**config.mk**
```make
export PLATFORM = sky130hd
export DESIGN_NAME = scu_uart
export DESIGN_NICKNAME = d
export VERILOG_FILES = /design/src/scu_pkg.sv /design/src/scu_etu_if.sv /design/src/scu_etu.sv /design/src/scu_irq.sv /design/src/scu_uart.sv
export SDC_FILE = /design/constraint.sdc
export NUM_CORES = 1
export LEC_CHECK = 0
export ABC_CLOCK_PERIOD_IN_PS = 3900
export BUFFER_PORTS_ARGS = -buffer_cell sky130_fd_sc_hd__buf_4
export CAP_MARGIN = 10
export CORE_AREA = 10 10 167 169
export CTS_BUF_LIST = sky130_fd_sc_hd__clkbuf_4 sky130_fd_sc_hd__clkbuf_8
export DETAILED_ROUTE_END_ITERATION = 6
export DIE_AREA = 0 0 177 179
export GPL_ROUTABILITY_DRIVEN = 0
export GPL_TIMING_DRIVEN = 1
export PLACE_DENSITY_LB_ADDON = 0.1
export SYNTH_ARGS = -nofsm -noshare
export SYNTH_HDL_FRONTEND = slang
export SYNTH_HIERARCHICAL = 1
export SYNTH_SLANG_ARGS = --single-unit
```
**constraint.sdc**
```tcl
create_clock -name clock -period 3.9 [get_ports clock]
set_clock_uncertainty 0.15 [all_clocks]
set_input_delay 0.39 -clock clock [delete_from_list [all_inputs] [get_ports clock]]
set_output_delay 0.39 -clock clock [all_outputs]
set_load 0.005 [all_outputs]
```
**src/scu_pkg.sv**
```systemverilog
// shared constants, register map and state types of the smart-card uart
package scu_pkg;
  // ------------------------------------------------------------
  // register offsets (byte addresses)
  // ------------------------------------------------------------
  localparam logic [7:0] OFS_CONTROL_TWO = 8'h00; // enables and queue strobes
  localparam logic [7:0] OFS_CONTROL_THREE = 8'h04; // pin direction, tx inversion
  localparam logic [7:0] OFS_STATUS_ONE = 8'h08; // transfer and error flags
  localparam logic [7:0] OFS_STATUS_TWO = 8'h0c; // bit order, rx inversion
  localparam logic [7:0] OFS_DATA = 8'h10; // tx write / rx read
  localparam logic [7:0] OFS_SC_CONTROL = 8'h14; // protocol, detect, nack limit
  localparam logic [7:0] OFS_IRQ_STATUS = 8'h18; // smartcard_irq_status, write one to clear
  localparam logic [7:0] OFS_IRQ_ENABLE = 8'h1c; // per-flag interrupt enables
  localparam logic [7:0] OFS_ETU_DIV = 8'h20; // clocks per etu
  // ------------------------------------------------------------
  // field positions
  // ------------------------------------------------------------
  localparam int BIT_TX_ENABLE = 0; // control_two
  localparam int BIT_RX_ON = 1;
  localparam int BIT_QUEUE_PREAMBLE = 2;
  localparam int BIT_QUEUE_BREAK = 3;
  localparam int BIT_TX_PIN_DIRECTION = 0; // control_three
  localparam int BIT_TX_POLARITY_INVERT = 1;
  localparam int BIT_TX_BUFFER_EMPTY = 0; // status_one holds bits 0-5, irq enable layout all 8
  localparam int BIT_TX_COMPLETE = 1;
  localparam int BIT_RX_FULL = 2;
  localparam int BIT_FRAMING_ERROR = 3;
  localparam int BIT_NOISE = 4;
  localparam int BIT_PARITY_ERROR = 5;
  localparam int BIT_NACK_THRESHOLD = 6;
  localparam int BIT_INIT_DONE = 7;
  localparam int BIT_MSB_FIRST_ORDER = 0; // status_two
  localparam int BIT_RX_POLARITY_INVERT = 1;
  localparam int BIT_T1_MODE = 0; // sc_control
  localparam int BIT_INIT_DETECT = 1;
  localparam int POS_NACK_LIMIT = 2; // 3-bit field
  localparam int IRQ_BIT_NACK = 0; // smartcard_irq_status
  localparam int IRQ_BIT_INIT = 1;
  // ------------------------------------------------------------
  // reset values, character codes and etu counts
  // ------------------------------------------------------------
  localparam logic [15:0] RST_ETU_DIV = 16'h0174; // 372 clocks per etu
  localparam logic [7:0] TS_DIRECT = 8'h3b; // raw initial char, direct
  localparam logic [7:0] TS_INVERSE = 8'h03; // raw initial char, inverse
  localparam logic [3:0] DATA_ETU = 4'ha; // start, 8 data, parity
  localparam logic [3:0] CHAR_T0_ETU = 4'hc; // t=0 character with guard
  localparam logic [3:0] CHAR_T1_ETU = 4'hb; // t=1 character, one stop bit
  localparam logic [3:0] NACK_EXTRA_ETU = 4'h1; // extra guard after a nack
  // ------------------------------------------------------------
  // state types
  // ------------------------------------------------------------
  typedef enum logic [1:0] {SCU_TX_IDLE, SCU_TX_BITS, SCU_TX_GUARD} scu_tx_e;
  typedef enum logic [1:0] {SCU_RX_IDLE, SCU_RX_BITS} scu_rx_e;
  typedef enum logic [1:0] {SCU_K_DATA, SCU_K_PRE, SCU_K_BRK} scu_kind_e;

  // bit order and polarity conversion, its own inverse
  function automatic logic [7:0] scu_conv(input logic [7:0] d, input logic msb, input logic inv);
    logic [7:0] r;
    r = '0;
    for (int i = 0; i < 8; i++)
    begin
      r[i] = msb ? d[7 - i] : d[i];
    end
    return r ^ {8{inv}};
  endfunction
endpackage

```
**src/scu_etu_if.sv**
```systemverilog
// etu timing handshake between the uart core and its etu dividers
`timescale 1ns/10ps
interface scu_etu_if;
  logic restart; // align the etu grid to this cycle
  logic half; // pulse in the middle of an etu
  logic tick; // pulse at the end of an etu
  modport gen (input restart, output half, output tick);
  modport user (output restart, input half, input tick);
endinterface

```
**src/scu_etu.sv**
```systemverilog
// etu divider: one-cycle mid and end pulses per elementary time unit
`timescale 1ns/10ps
module scu_etu
  import scu_pkg::*;
(
  input wire logic clock,
  input wire logic rst,
  input wire logic [15:0] div,
  scu_etu_if.gen etu
);
  // ------------------------------------------------------------
  // state
  // ------------------------------------------------------------
  typedef struct packed {
    logic [15:0] cnt; // clocks into the etu
    logic half; // mid pulse
    logic tick; // end pulse
  } scu_etu_s;
  scu_etu_s s_r;
  scu_etu_s s_nxt;

  assign etu.half = s_r.half;
  assign etu.tick = s_r.tick;

  // next state: restart wins, else count and wrap
  always_comb
  begin
    s_nxt = s_r;
    s_nxt.half = 1'b0;
    s_nxt.tick = 1'b0;
    if (etu.restart)
    begin
      s_nxt.cnt = '0;
    end
    else if (s_r.cnt >= div - 16'h0001)
    begin
      s_nxt.cnt = '0;
      s_nxt.tick = 1'b1;
    end
    else
    begin
      s_nxt.cnt = s_r.cnt + 16'h0001;
      s_nxt.half = (s_r.cnt == {1'b0, div[15:1]});
    end
  end

  // state register
  always_ff @(posedge clock)
  begin
    if (rst)
      s_r <= '0;
    else
      s_r <= s_nxt;
  end
endmodule

```
**src/scu_irq.sv**
```systemverilog
// interrupt combiner: level request while any enabled flag stands
`timescale 1ns/10ps
module scu_irq
  import scu_pkg::*;
(
  input wire logic clock,
  input wire logic rst,
  input wire logic [7:0] flags,
  input wire logic [7:0] enables,
  output logic irq
);
  // ------------------------------------------------------------
  // state
  // ------------------------------------------------------------
  typedef struct packed {
    logic irq; // registered request
  } scu_irq_s;
  scu_irq_s s_r;
  scu_irq_s s_nxt;

  assign irq = s_r.irq;

  // gate each flag by its enable
  always_comb
  begin
    s_nxt = s_r;
    s_nxt.irq = |(flags & enables);
  end

  // state register
  always_ff @(posedge clock)
  begin
    if (rst)
      s_r <= '0;
    else
      s_r <= s_nxt;
  end
endmodule

```
**src/scu_uart.sv**
```systemverilog
// smart-card uart core: wishbone registers, t=0/t=1 transmit, receive, flags
`timescale 1ns/10ps
// Function
// - t=1 transmit frames with one stop
// - receiver takes one stop; t=0 senders use 12
// - transmit complete only after guard time
// - tx enable low clears nack counter
// - nack threshold flag cleared by writing one
// - pin direction bit drives the line
// - framing error pending discards received characters
// - framing clear also clears noise, parity
// - tx complete clears: status read, then write/queue
// - every tx complete clear needs its read
// - initial detect sets done on valid char
module scu_uart
  import scu_pkg::*;
(
  input wire logic clock,
  input wire logic rst,
  input wire logic wb_cyc_i,
  input wire logic wb_stb_i,
  input wire logic wb_we_i,
  input wire logic [7:0] wb_adr_i,
  input wire logic [3:0] wb_sel_i,
  input wire logic [31:0] wb_dat_i,
  output logic [31:0] wb_dat_o,
  output logic wb_ack_o,
  output logic irq,
  input wire logic card_io_in,
  output logic card_io_out,
  output logic card_io_oe
);
  // ------------------------------------------------------------
  // state
  // ------------------------------------------------------------
  typedef struct packed {
    logic ack; // bus answer
    logic [31:0] rdat; // read data
    logic tx_enable, rx_on, tx_pin_direction, tx_polarity_invert;
    logic msb_first_order, rx_polarity_invert, t1_mode, init_detect;
    logic [2:0] nack_limit; // retries before flagging
    logic [15:0] etu_div; // clocks per etu
    logic [7:0] irq_en; // interrupt enables
    logic tx_buffer_empty, tx_complete_flag, tc_arm; // tc_arm: status seen
    logic rx_full, framing_error_flag, noise_flag, parity_error_flag, fe_arm;
    logic nack_threshold_flag, initial_detect_done;
    logic q_pre, q_brk; // queued idle / break characters
    logic [7:0] rxbuf, txbuf;
    logic [2:0] nack_cnt; // nacks for the current character
    scu_tx_e txs;
    scu_kind_e txk;
    logic [9:0] txfr, txsh; // frame copy for resend, shifter
    logic [3:0] txbit; // etu index within the character
    logic txnack; // nack seen in this character
    scu_rx_e rxs;
    logic [8:0] rxsh; // data and parity bits
    logic [3:0] rxbit; // sample index
    logic io_oe;
  } scu_state_s;
  scu_state_s s_r;
  scu_state_s n;

  scu_etu_if tx_etu ();
  scu_etu_if rx_etu ();
  logic tx_rs; // restart the tx etu grid
  logic rx_rs; // restart the rx etu grid
  logic [7:0] flags; // status flags in enable layout
  logic [7:0] rx_logical; // received byte after order and polarity
  logic [3:0] tx_len; // etus in the current character
  logic [9:0] tx_frame; // line bits of the buffered byte
  logic bus_rd, bus_wr; // accepted access, sampled at ack rise

  // ------------------------------------------------------------
  // submodules
  // ------------------------------------------------------------
  scu_etu u_tx_etu (.clock(clock), .rst(rst), .div(s_r.etu_div), .etu(tx_etu.gen));
  scu_etu u_rx_etu (.clock(clock), .rst(rst), .div(s_r.etu_div), .etu(rx_etu.gen));
  scu_irq u_irq (.clock(clock), .rst(rst), .flags(flags), .enables(s_r.irq_en), .irq(irq));

  assign tx_etu.restart = tx_rs;
  assign rx_etu.restart = rx_rs;
  assign flags = {s_r.initial_detect_done, s_r.nack_threshold_flag, s_r.parity_error_flag,
                  s_r.noise_flag, s_r.framing_error_flag, s_r.rx_full, s_r.tx_complete_flag,
                  s_r.tx_buffer_empty};
  assign rx_logical = scu_conv(s_r.rxsh[7:0], s_r.msb_first_order, s_r.rx_polarity_invert);
  assign tx_frame = {(^s_r.txbuf) ^ s_r.tx_polarity_invert,
                     scu_conv(s_r.txbuf, s_r.msb_first_order, s_r.tx_polarity_invert), 1'b0};
  assign tx_len = (s_r.t1_mode ? CHAR_T1_ETU : CHAR_T0_ETU) + (s_r.txnack ? NACK_EXTRA_ETU : 4'h0);
  assign bus_rd = wb_cyc_i & wb_stb_i & ~s_r.ack & ~wb_we_i;
  assign bus_wr = wb_cyc_i & wb_stb_i & ~s_r.ack & wb_we_i & wb_sel_i[0];
  assign wb_ack_o = s_r.ack;
  assign wb_dat_o = s_r.rdat;
  assign card_io_out = 1'b0; // open drain: only low is driven
  assign card_io_oe = s_r.io_oe;

  // ------------------------------------------------------------
  // next-state logic
  // ------------------------------------------------------------
  always_comb
  begin
    n = s_r;
    tx_rs = 1'b0;
    rx_rs = 1'b0;
    n.ack = wb_cyc_i & wb_stb_i & ~s_r.ack;
    // register reads
    if (bus_rd)
    begin
      n.rdat = '0;
      case (wb_adr_i)
        OFS_CONTROL_TWO:
        begin
          n.rdat[BIT_TX_ENABLE] = s_r.tx_enable;
          n.rdat[BIT_RX_ON] = s_r.rx_on;
        end
        OFS_CONTROL_THREE:
        begin
          n.rdat[BIT_TX_PIN_DIRECTION] = s_r.tx_pin_direction;
          n.rdat[BIT_TX_POLARITY_INVERT] = s_r.tx_polarity_invert;
        end
        OFS_STATUS_ONE:
        begin
          n.rdat[5:0] = flags[5:0];
          if (s_r.tx_complete_flag)
            n.tc_arm = 1'b1;
          if (s_r.framing_error_flag)
            n.fe_arm = 1'b1;
        end
        OFS_STATUS_TWO:
        begin
          n.rdat[BIT_MSB_FIRST_ORDER] = s_r.msb_first_order;
          n.rdat[BIT_RX_POLARITY_INVERT] = s_r.rx_polarity_invert;
        end
        OFS_DATA:
        begin
          n.rdat[7:0] = s_r.rxbuf;
          n.rx_full = 1'b0;
          if (s_r.fe_arm)
          begin
            n.framing_error_flag = 1'b0;
            n.noise_flag = 1'b0;
            n.parity_error_flag = 1'b0;
            n.fe_arm = 1'b0;
          end
        end
        OFS_SC_CONTROL:
          n.rdat[4:0] = {s_r.nack_limit, s_r.init_detect, s_r.t1_mode};
        OFS_IRQ_STATUS:
          n.rdat[1:0] = {s_r.initial_detect_done, s_r.nack_threshold_flag};
        OFS_IRQ_ENABLE:
          n.rdat[7:0] = s_r.irq_en;
        OFS_ETU_DIV:
          n.rdat[15:0] = s_r.etu_div;
        default:
          n.rdat = '0; // unmapped reads zero
      endcase
    end
    // register writes
    if (bus_wr)
    begin
      case (wb_adr_i)
        OFS_CONTROL_TWO:
        begin
          n.tx_enable = wb_dat_i[BIT_TX_ENABLE];
          n.rx_on = wb_dat_i[BIT_RX_ON];
          if (wb_dat_i[BIT_QUEUE_PREAMBLE])
            n.q_pre = 1'b1;
          if (wb_dat_i[BIT_QUEUE_BREAK])
            n.q_brk = 1'b1;
          if ((wb_dat_i[BIT_QUEUE_PREAMBLE] | wb_dat_i[BIT_QUEUE_BREAK]) & s_r.tc_arm)
          begin
            n.tx_complete_flag = 1'b0;
            n.tc_arm = 1'b0;
          end
        end
        OFS_CONTROL_THREE:
        begin
          n.tx_pin_direction = wb_dat_i[BIT_TX_PIN_DIRECTION];
          n.tx_polarity_invert = wb_dat_i[BIT_TX_POLARITY_INVERT];
        end
        OFS_STATUS_TWO:
        begin
          n.msb_first_order = wb_dat_i[BIT_MSB_FIRST_ORDER];
          n.rx_polarity_invert = wb_dat_i[BIT_RX_POLARITY_INVERT];
        end
        OFS_DATA:
        begin
          n.txbuf = wb_dat_i[7:0];
          n.tx_buffer_empty = 1'b0;
          if (s_r.tc_arm)
          begin
            n.tx_complete_flag = 1'b0;
            n.tc_arm = 1'b0;
          end
        end
        OFS_SC_CONTROL:
        begin
          n.t1_mode = wb_dat_i[BIT_T1_MODE];
          n.init_detect = wb_dat_i[BIT_INIT_DETECT];
          n.nack_limit = wb_dat_i[POS_NACK_LIMIT +: 3];
        end
        OFS_IRQ_STATUS:
        begin
          if (wb_dat_i[IRQ_BIT_NACK])
            n.nack_threshold_flag = 1'b0;
          if (wb_dat_i[IRQ_BIT_INIT])
            n.initial_detect_done = 1'b0;
        end
        OFS_IRQ_ENABLE:
          n.irq_en = wb_dat_i[7:0];
        OFS_ETU_DIV:
        begin
          n.etu_div[7:0] = wb_dat_i[7:0];
          if (wb_sel_i[1])
            n.etu_div[15:8] = wb_dat_i[15:8];
        end
        default:
          n.ack = n.ack; // unmapped writes ignored
      endcase
    end
    // transmitter
    case (s_r.txs)
      SCU_TX_IDLE:
      begin
        if (s_r.tx_enable & (s_r.q_brk | s_r.q_pre | ~s_r.tx_buffer_empty))
        begin
          if (s_r.q_brk)
          begin
            n.txfr = '0;
            n.txk = SCU_K_BRK;
            n.q_brk = 1'b0;
          end
          else if (s_r.q_pre)
          begin
            n.txfr = '1;
            n.txk = SCU_K_PRE;
            n.q_pre = 1'b0;
          end
          else
          begin
            n.txfr = tx_frame;
            n.txk = SCU_K_DATA;
            n.tx_buffer_empty = 1'b1;
          end
          n.txsh = n.txfr;
          n.txs = SCU_TX_BITS;
          n.txbit = '0;
          n.txnack = 1'b0;
          tx_rs = 1'b1;
        end
      end
      SCU_TX_BITS:
      begin
        if (tx_etu.tick)
        begin
          n.txsh = {1'b1, s_r.txsh[9:1]};
          n.txbit = s_r.txbit + 4'h1;
          if (s_r.txbit == DATA_ETU - 4'h1)
            n.txs = SCU_TX_GUARD;
        end
      end
      SCU_TX_GUARD:
      begin
        // t=0 data: the card pulls the line low in the first guard etu
        if (tx_etu.half & (s_r.txbit == DATA_ETU) & (s_r.txk == SCU_K_DATA) & ~s_r.t1_mode & ~card_io_in)
          n.txnack = 1'b1;
        if (tx_etu.tick)
        begin
          n.txbit = s_r.txbit + 4'h1;
          if (s_r.txbit == tx_len - 4'h1)
          begin
            n.txs = SCU_TX_IDLE;
            if (s_r.txnack & (s_r.nack_cnt != s_r.nack_limit))
            begin
              n.nack_cnt = s_r.nack_cnt + 3'h1; // resend the same character
              n.txsh = s_r.txfr;
              n.txbit = '0;
              n.txnack = 1'b0;
              n.txs = SCU_TX_BITS;
              tx_rs = 1'b1;
            end
            else
            begin
              if (s_r.txnack)
                n.nack_threshold_flag = 1'b1; // give up on the character
              n.nack_cnt = '0;
              if (n.tx_buffer_empty & ~n.q_pre & ~n.q_brk)
                n.tx_complete_flag = 1'b1;
            end
          end
        end
      end
      default:
        n.txs = SCU_TX_IDLE;
    endcase
    if (!s_r.tx_enable)
      n.nack_cnt = '0;
    n.io_oe = n.tx_pin_direction & (n.txs == SCU_TX_BITS) & ~n.txsh[0];
    // receiver, held off while the device owns the line
    case (s_r.rxs)
      SCU_RX_IDLE:
      begin
        if (s_r.rx_on & (s_r.txs == SCU_TX_IDLE) & (n.txs == SCU_TX_IDLE) & ~card_io_in)
        begin
          n.rxs = SCU_RX_BITS;
          n.rxbit = '0;
          rx_rs = 1'b1;
        end
      end
      SCU_RX_BITS:
      begin
        if (rx_etu.half)
        begin
          n.rxbit = s_r.rxbit + 4'h1;
          if (s_r.rxbit == 4'h0)
          begin
            if (card_io_in)
            begin
              n.rxs = SCU_RX_IDLE; // false start
              if (~s_r.framing_error_flag & ~s_r.init_detect)
                n.noise_flag = 1'b1;
            end
          end
          else if (s_r.rxbit != DATA_ETU)
            n.rxsh = {card_io_in, s_r.rxsh[8:1]};
          else
          begin
            // stop sample: one stop bit suffices, so 11 etu frames are taken
            n.rxs = SCU_RX_IDLE;
            if (s_r.init_detect)
            begin
              if ((s_r.rxsh[7:0] == TS_DIRECT) | (s_r.rxsh[7:0] == TS_INVERSE))
              begin
                n.initial_detect_done = 1'b1;
                n.init_detect = 1'b0;
              end
            end
            else if (!s_r.framing_error_flag)
            begin
              if (!card_io_in)
                n.framing_error_flag = 1'b1;
              else
              begin
                if ((^rx_logical) != (s_r.rxsh[8] ^ s_r.rx_polarity_invert))
                  n.parity_error_flag = 1'b1;
                if (!n.rx_full)
                begin
                  n.rxbuf = rx_logical;
                  n.rx_full = 1'b1;
                end
              end
            end
            // else: character discarded while framing error pends
          end
        end
      end
      default:
        n.rxs = SCU_RX_IDLE;
    endcase
  end

  // ------------------------------------------------------------
  // state register
  // ------------------------------------------------------------
  always_ff @(posedge clock)
  begin
    if (rst)
    begin
      s_r <= '0;
      s_r.etu_div <= RST_ETU_DIV;
      s_r.tx_buffer_empty <= 1'b1;
      s_r.tx_complete_flag <= 1'b1;
      s_r.txs <= SCU_TX_IDLE;
      s_r.rxs <= SCU_RX_IDLE;
    end
    else
      s_r <= n;
  end
endmodule

```
# == Yosys cells after proc, flatten, opt, wreduce, memory -nomap -nowiden ==
# Cells that the tools add are included.
# classes
addsub,8
order_cmp,2
n_eq_ne,32
n_mux,131
bitwise,43
n_reduce_logical,35
# op_table
operator,count
$mux 1,74
$mux 15,4
$pmux 14 s3,1
$mux 2,20
$mux 36,1
$add 16x1->16 const B,2
$eq 16x15->1,2
$eq 8x5->1 const B,4
$ge 16x16->1,2
$mux 29,1
$mux 4,6
$mux 8,3
$and 1x1->1,20
$mux 9,2
$pmux 2 s9,1
$reduce_and 2->1,9
$eq 8x4->1 const B,2
$eq 8x6->1 const B,2
$mux 16,1
$reduce_xor 8->1,2
$sub 16x1->16 const B,1
$xor 8x8->8,2
$pmux 3 s5,1
$mux 14,1
other kinds (42),87
# totals
ff_bits,164

# == Longest topological paths before layout ==
# Gate-level depths: netlist of the first run.
# depth
ltp_word,14
ltp_mapped,11
depth_no_buf,10

# == Hierarchy ==
# Netlist of the first run, hierarchy kept.
# modules_own_cells
module,instances,cells_per_inst,area_per_inst_um2
scu_uart,1,728,6274.8
scu_etu (u_rx_etu),1,182,1741.7
scu_etu (u_tx_etu),1,181,1562.7
scu_irq,1,6,58.8

# == Worst setup path before layout of the first run ==
# Ideal clock, no wire load.
# synth_timing
path_kind,reg-to-reg
from,reg s_r[93] (netlist name)
to,reg u_tx_etu/s_r[10] (netlist name)
t_arrival_ps,3086
required_time_ps,3616
setup_slack_ps,531
stages_incl_launch_ff,11
path_buffers,1
cell_sequence,dfxtp_1 > or4_4 > or3_4 > nor4_4 > xnor2_1 > ha_1 > and4_1 > nand2_1 > o221ai_1 > clkbuf_1 > nor4_1
# synth_between
elab_chain_cells,3
# synth_lines
item,line_no,text
start: declaration,scu_uart.sv:60,scu_state_s s_r;
start signal: assignment,scu_uart.sv:376,s_r <= n;
$sub 16x1->16,scu_etu.sv:35,else if (s_r.cnt >= div - 16'h0001)
$ge 16x16->1,scu_etu.sv:35,
$reduce_or 3->1 (no source line),n/a,
end signal: assignment,scu_etu.sv:53,s_r <= s_nxt;
end: declaration,scu_etu.sv:19,scu_etu_s s_r;
# No other way between the ends.
# A chain may end at the register's enable or synchronous reset.

# == Final worst setup path of the first run ==
# layout_timing
from,reg s_r[89] (netlist name)
to,reg u_tx_etu/s_r[10] (netlist name)
# The elaborated chain is that of the path after synthesis.

==> results of run 1 <==
==> worst max-delay path, cell delays in order (launching register included) <==
cell and delay, ns:
dfxtp_1 0.32, nor4_1 0.43, nand3b_1 0.25, or4_1 0.46, xor2_1 0.16, ha_1 0.28, nand2_1 0.07, o21ai_1 0.09
a2111o_1 0.67, nor4_1 0.36
==> per-layer routing <==
metal | vias to the layer above | GRT usage [%] | part of all wire, % | wire, um
li1 | 3920 | - | - | -
met1 | 3692 | 22.4 | 49 | 12500
met2 | 129 | 25.9 | 46 | 11800
met3 | 16 | 2.53 | 3.3 | 842
met4 | 0 | 3.99 | 1.0 | 266
met5 | - | 0 | 0 | 0
==> state kept, by name, indices dropped and copies added (netlist names) <==
| signal | cells |
|---|---|
| s_r | 100 |
| u_rx_etu/s_r | 16 |
| u_tx_etu/s_r | 16 |
| wb_dat_o | 16 |
| flags | 8 |
| card_io_oe | 1 |
| u_irq/irq | 1 |
| u_rx_etu/etu.half | 1 |
| u_tx_etu/etu.half | 1 |
| u_tx_etu/etu.tick | 1 |
| wb_ack_o | 1 |
==> how the worst max path moves through the flow <==
stage	start	to	slack (ns)	cells past startpoint
final	s_r[89]$_SDFFE_PP1P_	u_tx_etu/s_r[10]$_SDFF_PP0_	0.56	9
after global routing	s_r[89]$_SDFFE_PP1P_	u_tx_etu/s_r[14]$_SDFF_PP0_	0.23	9
after CTS	s_r[89]$_SDFFE_PP1P_	u_tx_etu/s_r[10]$_SDFF_PP0_	0.52	9
after detailed placement	s_r[89]$_SDFFE_PP1P_	u_tx_etu/s_r[14]$_SDFF_PP0_	0.56	9
after global placement	s_r[89]$_SDFFE_PP1P_	u_tx_etu/etu.half$_SDFF_PP0_	0.58	9
after floorplan	s_r[93]$_SDFFE_PP0P_	u_tx_etu/s_r[10]$_SDFF_PP0_	0.53	10
==> report_power, final <==
part	internal [W]	switching (W)
Combinational	0.0000918	0.000131
Clock	0.000554	0.000718
Sequential	0.00168	0.0000436
==> layout make-up <==
type                    instances  area, um2  area share, %
multi-input cells             838       5820           55.0
well taps                     330        413           3.90
clock inverters                13        141           1.34
repair buffers                 78        603           5.70
inverters                      27        101          0.958
flip-flops and latches        162       3240           30.7
clock buffers                  19        255           2.41
==> stage by stage <==
| step | util, % | area [um2] | setup WS (ns) | hold slack, ns | instances |
|---|---|---|---|---|---|
| 3_3_place_gp | 40.9 | 10100 | 0.581 | 0.292 | 1428 |
| 2_1_floorplan | - | 9660 | 0.531 | 0.276 | 1110 |
| 5_1_grt | 42.7 | 10600 | 0.225 | 0.0471 | 1467 |
| 3_5_place_dp | 40.9 | 10100 | 0.562 | 0.296 | 1428 |
| 6_report | 42.7 | 10600 | 0.557 | 0.0402 | 1467 |
| 4_1_cts | 42.7 | 10600 | 0.517 | 0.00768 | 1467 |
==> flow_summary.json, run 1 <==
{
  "holdCritStartpoint": "wb_dat_i[9]",
  "coreArea_um2": 24700,
  "cp-start-kind": "flop",
  "cts_resized": 0,
  "dr.pass1.iters": 6,
  "worstMarginPinSlew_ns": 1.01,
  "netlist_instances": 1094,
  "rsz0062_at_grt": "no",
  "timing.rr.end": "u_tx_etu/s_r[10]$_SDFF_PP0_",
  "cts_tree": "yes",
  "die_h_um": 179,
  "ctsHtreeMaxLevel": 4,
  "grt_pass1_vias": 7613,
  "vias_per_cell": 5.29,
  "final_common_cell": "dfxtp_1",
  "vias": 7757,
  "fillers": 2516,
  "drcViolationCount": 0,
  "period_minus_slack_ns": 3.34,
  "clk_latency_ns": 0.47,
  "power_density_nw_per_um2": 304,
  "antenna_left": 0,
  "required_ns": 4.11,
  "drive_gt1_share_pct": 13.8,
  "antenna_found_initial": 0,
  "grt_max_degree": 50,
  "hold_violations": 0,
  "numCtsBuffers": 17,
  "critPathKind": "reg2reg",
  "synth-warning-count": 6,
  "fmax_mhz": 299,
  "grt_pass1_wl_mm": 41.5,
  "clk_root_buffer_cell": "clkbuf_8",
  "maxSlewViolCount": 0,
  "diodes": 0,
  "cts.path.max_buffers": 2,
  "totalPowerFinal_w": 0.00321,
  "hpwl_mm": 18.5,
  "drtIter0Drc": 466,
  "start_util_pct": 38.8,
  "peakVddDrop_uv": 193,
  "num_io_pins": 86,
  "final_cell_mix": "162 x dfxtp_1, 121 x nand2_1, 92 x nor2_1",
  "relSlewSlack_pct": 32.8,
  "post_cts_buffers": 0,
  "whs_endpoint": "s_r[93]$_SDFFE_PP0P_",
  "wirelength_mm": 25.5,
  "fin_nets": 1218,
  "cts.sinks": 162,
  "final-setup-viol-count": 0,
  "cp_max_fo": 17,
  "port_buffers": 50,
  "worst_hold_path.num_cells": 3,
  "area_growth_pct": 10.1,
  "clk_pin_slew_ns": 0.09,
  "dieArea_um2": 31700,
  "r2r-start": "s_r[89]$_SDFFE_PP1P_",
  "regToRegSetupSlack_ns": 0.56,
  "grt_overflow": 0,
  "synth_area_um2": 9600,
  "avgSynthCellArea_um2": 8.78,
  "track_usage_pct": 16.2,
  "leakage_nw": 3.90,
  "hold_path_class": "in2reg",
  "end_kind": "flop",
  "rows": 58,
  "wire_per_inst_um": 17.4,
  "dieWidth_um": 177,
  "worstRegToRegCells": 9,
  "period_share_pct": 85.7,
  "worstPathArrival_ns": 3.56,
  "cts_hold_buf": 7,
  "drv_cap": 0,
  "status": "complete, no violations",
  "setup_tns_ns": 0
}
(Power assumes the default switching activity.)
==> inputs of run 2 (changes only) <==
--- a/config.mk
+++ b/config.mk
@@ -9,7 +9,7 @@
 export BUFFER_PORTS_ARGS = -buffer_cell sky130_fd_sc_hd__buf_4
 export CAP_MARGIN = 10
 export CORE_AREA = 10 10 167 169
-export CTS_BUF_LIST = sky130_fd_sc_hd__clkbuf_4 sky130_fd_sc_hd__clkbuf_8
+export CTS_BUF_LIST = sky130_fd_sc_hd__clkbuf_16
 export DETAILED_ROUTE_END_ITERATION = 6
 export DIE_AREA = 0 0 177 179
 export GPL_ROUTABILITY_DRIVEN = 0
==> run 2 against run 1 <==
  * Global-route usage about the same
  * Utilization up 0.43 points
  * Critical endpoint is now u_tx_etu/s_r[3]$_SDFF_PP0_
  * Sequential power about the same
  * Critical path depth unchanged
  * Die area unchanged
  * Largest cell class unchanged
  * Via count up 0.50%
  * Sequential cell count unchanged
  * Largest power group unchanged
  * Fmax down 0.63%
  * Hold slack about the same
  * Clock-buffer cell count down 2
==> flow_summary.json, run 2 (synthesized netlist as in run 1, its figures left out) <==
{
  "clk_latency_ns": 0.43,
  "cts_resized": 0,
  "cp_max_fo": 17,
  "hold_path_class": "in2reg",
  "post_cts_buffers": 0,
  "dpl-instance-area_um2": 10100,
  "worstRegToRegCells": 9,
  "cts.path.max_buffers": 2,
  "rows": 58,
  "setup_tns_ns": 0,
  "antenna_left": 0,
  "hpwl_mm": 18.5,
  "clk_root_buffer_cell": "clkbuf_16",
  "wl_met2_mm": 11.8,
  "vias_per_cell": 5.34,
  "whs_endpoint": "s_r[97]$_SDFFE_PP0P_",
  "grt_pass1_vias": 7584,
  "dr.pass1.iters": 7,
  "design_area_um2": 10700,
  "cp_num_buf_inv": 0,
  "leakage_nw": 3.96,
  "port_buffers": 50,
  "ctsHtreeMaxLevel": 4,
  "timing.rr.end": "u_tx_etu/s_r[3]$_SDFF_PP0_",
  "relSlewSlack_pct": 31.7,
  "crit_cells": 9,
  "wirelength_mm": 25.5,
  "regToRegSetupSlack_ns": 0.54,
  "grt_max_degree": 50,
  "critPathKind": "reg2reg",
  "worst_hold_path.num_cells": 3,
  "routed-wl-met3_um": 879,
  "grt_overflow": 0,
  "rsz0062_at_grt": "no",
  "peakVddDrop_uv": 243,
  "num_io_pins": 86,
  "path_common_cell": "nor4_1",
  "antenna_found_initial": 0,
  "crit_family": "simple AND/OR/NAND/NOR gates",
  "holdCritStartpoint": "wb_dat_i[13]",
  "coreArea_um2": 24700,
  "drive_gt1_share_pct": 13.7,
  "clk_pin_slew_ns": 0.07,
  "numCtsBuffers": 17,
  "r2r-start": "s_r[89]$_SDFFE_PP1P_",
  "maxSlewViolCount": 0,
  "hold_violations": 0,
  "fin_nets": 1211,
  "worstMarginPinSlew_ns": 1.02,
  "regMostFlops": "s_r",
  "largest_reg_flops": 100,
  "drcViolationCount": 0,
  "top_layer": "met4",
  "cts_tree": "yes",
  "drtIter0Drc": 531,
  "track_usage_pct": 16.2,
  "power_density_nw_per_um2": 337,
  "cts.sinks": 162,
  "fmax_mhz": 297,
  "start_util_pct": 38.8,
  "die_h_um": 179,
  "worstPathArrival_ns": 3.54,
  "area_growth_pct": 11.2,
  "wire_per_inst_um": 17.4,
  "whs_ns": 0.0404,
  "end_kind": "flop",
  "diodes": 0,
  "grt_pass1_wl_mm": 41.3,
  "period_minus_slack_ns": 3.36,
  "final-setup-viol-count": 0,
  "cp-start-kind": "flop",
  "final_cell_mix": "162 x dfxtp_1, 121 x nand2_1, 92 x nor2_1",
  "period_share_pct": 86.3,
  "drv_cap": 0,
  "required_ns": 4.08,
  "dieArea_um2": 31700,
  "vias": 7796,
  "crit_slowest_cell": "a2111o_1",
  "final_common_cell": "dfxtp_1",
  "crit_chain": "nor4_1 > nand3b_1 > or4_1 > xor2_1 > ha_1 > nand2_1 > o21ai_1 > a2111o_1 > nor4_1",
  "slowest_delay_ns": 0.69,
  "wl_met1_mm": 12.5,
  "dieWidth_um": 177,
  "cts_hold_buf": 0,
  "status": "complete, no violations",
  "fin_util_pct": 43.2
}
## run 2: cell count changes in the layout (fill, tap and decap cells not counted), sizes merged
cell	previous run	this run
dlygate4sd3	7	0
clkbuf	19	17
clkinv	4	5
inv	34	35
## run 2: final cells by class
cell class	instances	area (um2)
Sequential cell	162	3240
Fill cell	2505	14100
Clock inverter	15	149
Multi-Input combinational cell	838	5820
Inverter	27	101
Timing Repair Buffer	71	533
Clock buffer	17	425
Tap cell	330	413
## run 2: worst max-delay path by stage
stage,endpoint,startpoint,slack [ns]
2_1_floorplan,u_tx_etu/s_r[10]$_SDFF_PP0_,s_r[93]$_SDFFE_PP0P_,0.53
3_3_place_gp,u_tx_etu/etu.half$_SDFF_PP0_,s_r[89]$_SDFFE_PP1P_,0.58
3_5_place_dp,u_tx_etu/s_r[14]$_SDFF_PP0_,s_r[89]$_SDFFE_PP1P_,0.56
4_1_cts,u_tx_etu/s_r[3]$_SDFF_PP0_,s_r[89]$_SDFFE_PP1P_,0.51
5_1_grt,u_tx_etu/s_r[3]$_SDFF_PP0_,s_r[89]$_SDFFE_PP1P_,0.22
6_report,u_tx_etu/s_r[3]$_SDFF_PP0_,s_r[89]$_SDFFE_PP1P_,0.54
## run 2: power breakdown
part / internal [W] / switching (W)
clock: 0.000900 / 0.000764
sequential: 0.00168 / 0.0000436
combinational: 0.0000873 / 0.000130
total: 0.00266 / 0.000938
## run 2: tightest hold or removal path, stage by stage
cell     delay [ns]
buf_4          0.08
mux2i_1        0.05
nor2_1         0.07
## run 2: layer usage
| metal | global-route usage (%) | up-vias |
|---|---|---|
| met5 | 0 | - |
| met4 | 4.20 | 0 |
| met3 | 2.53 | 20 |
| met2 | 25.8 | 138 |
| met1 | 22.3 | 3720 |
| li1 | - | 3918 |
## run 2: stage by stage
| stage | power (W) | worst slack [ns] | cells |
|---|---|---|---|
| final | 0.00360 | 0.536 | 1460 |
| after global routing | 0.00375 | 0.216 | 1460 |
| after CTS | 0.00365 | 0.507 | 1460 |
| after detailed placement | 0.00197 | 0.562 | 1428 |
| after global placement | 0.00197 | 0.581 | 1428 |
| after floorplan | 0.00190 | 0.531 | 1110 |
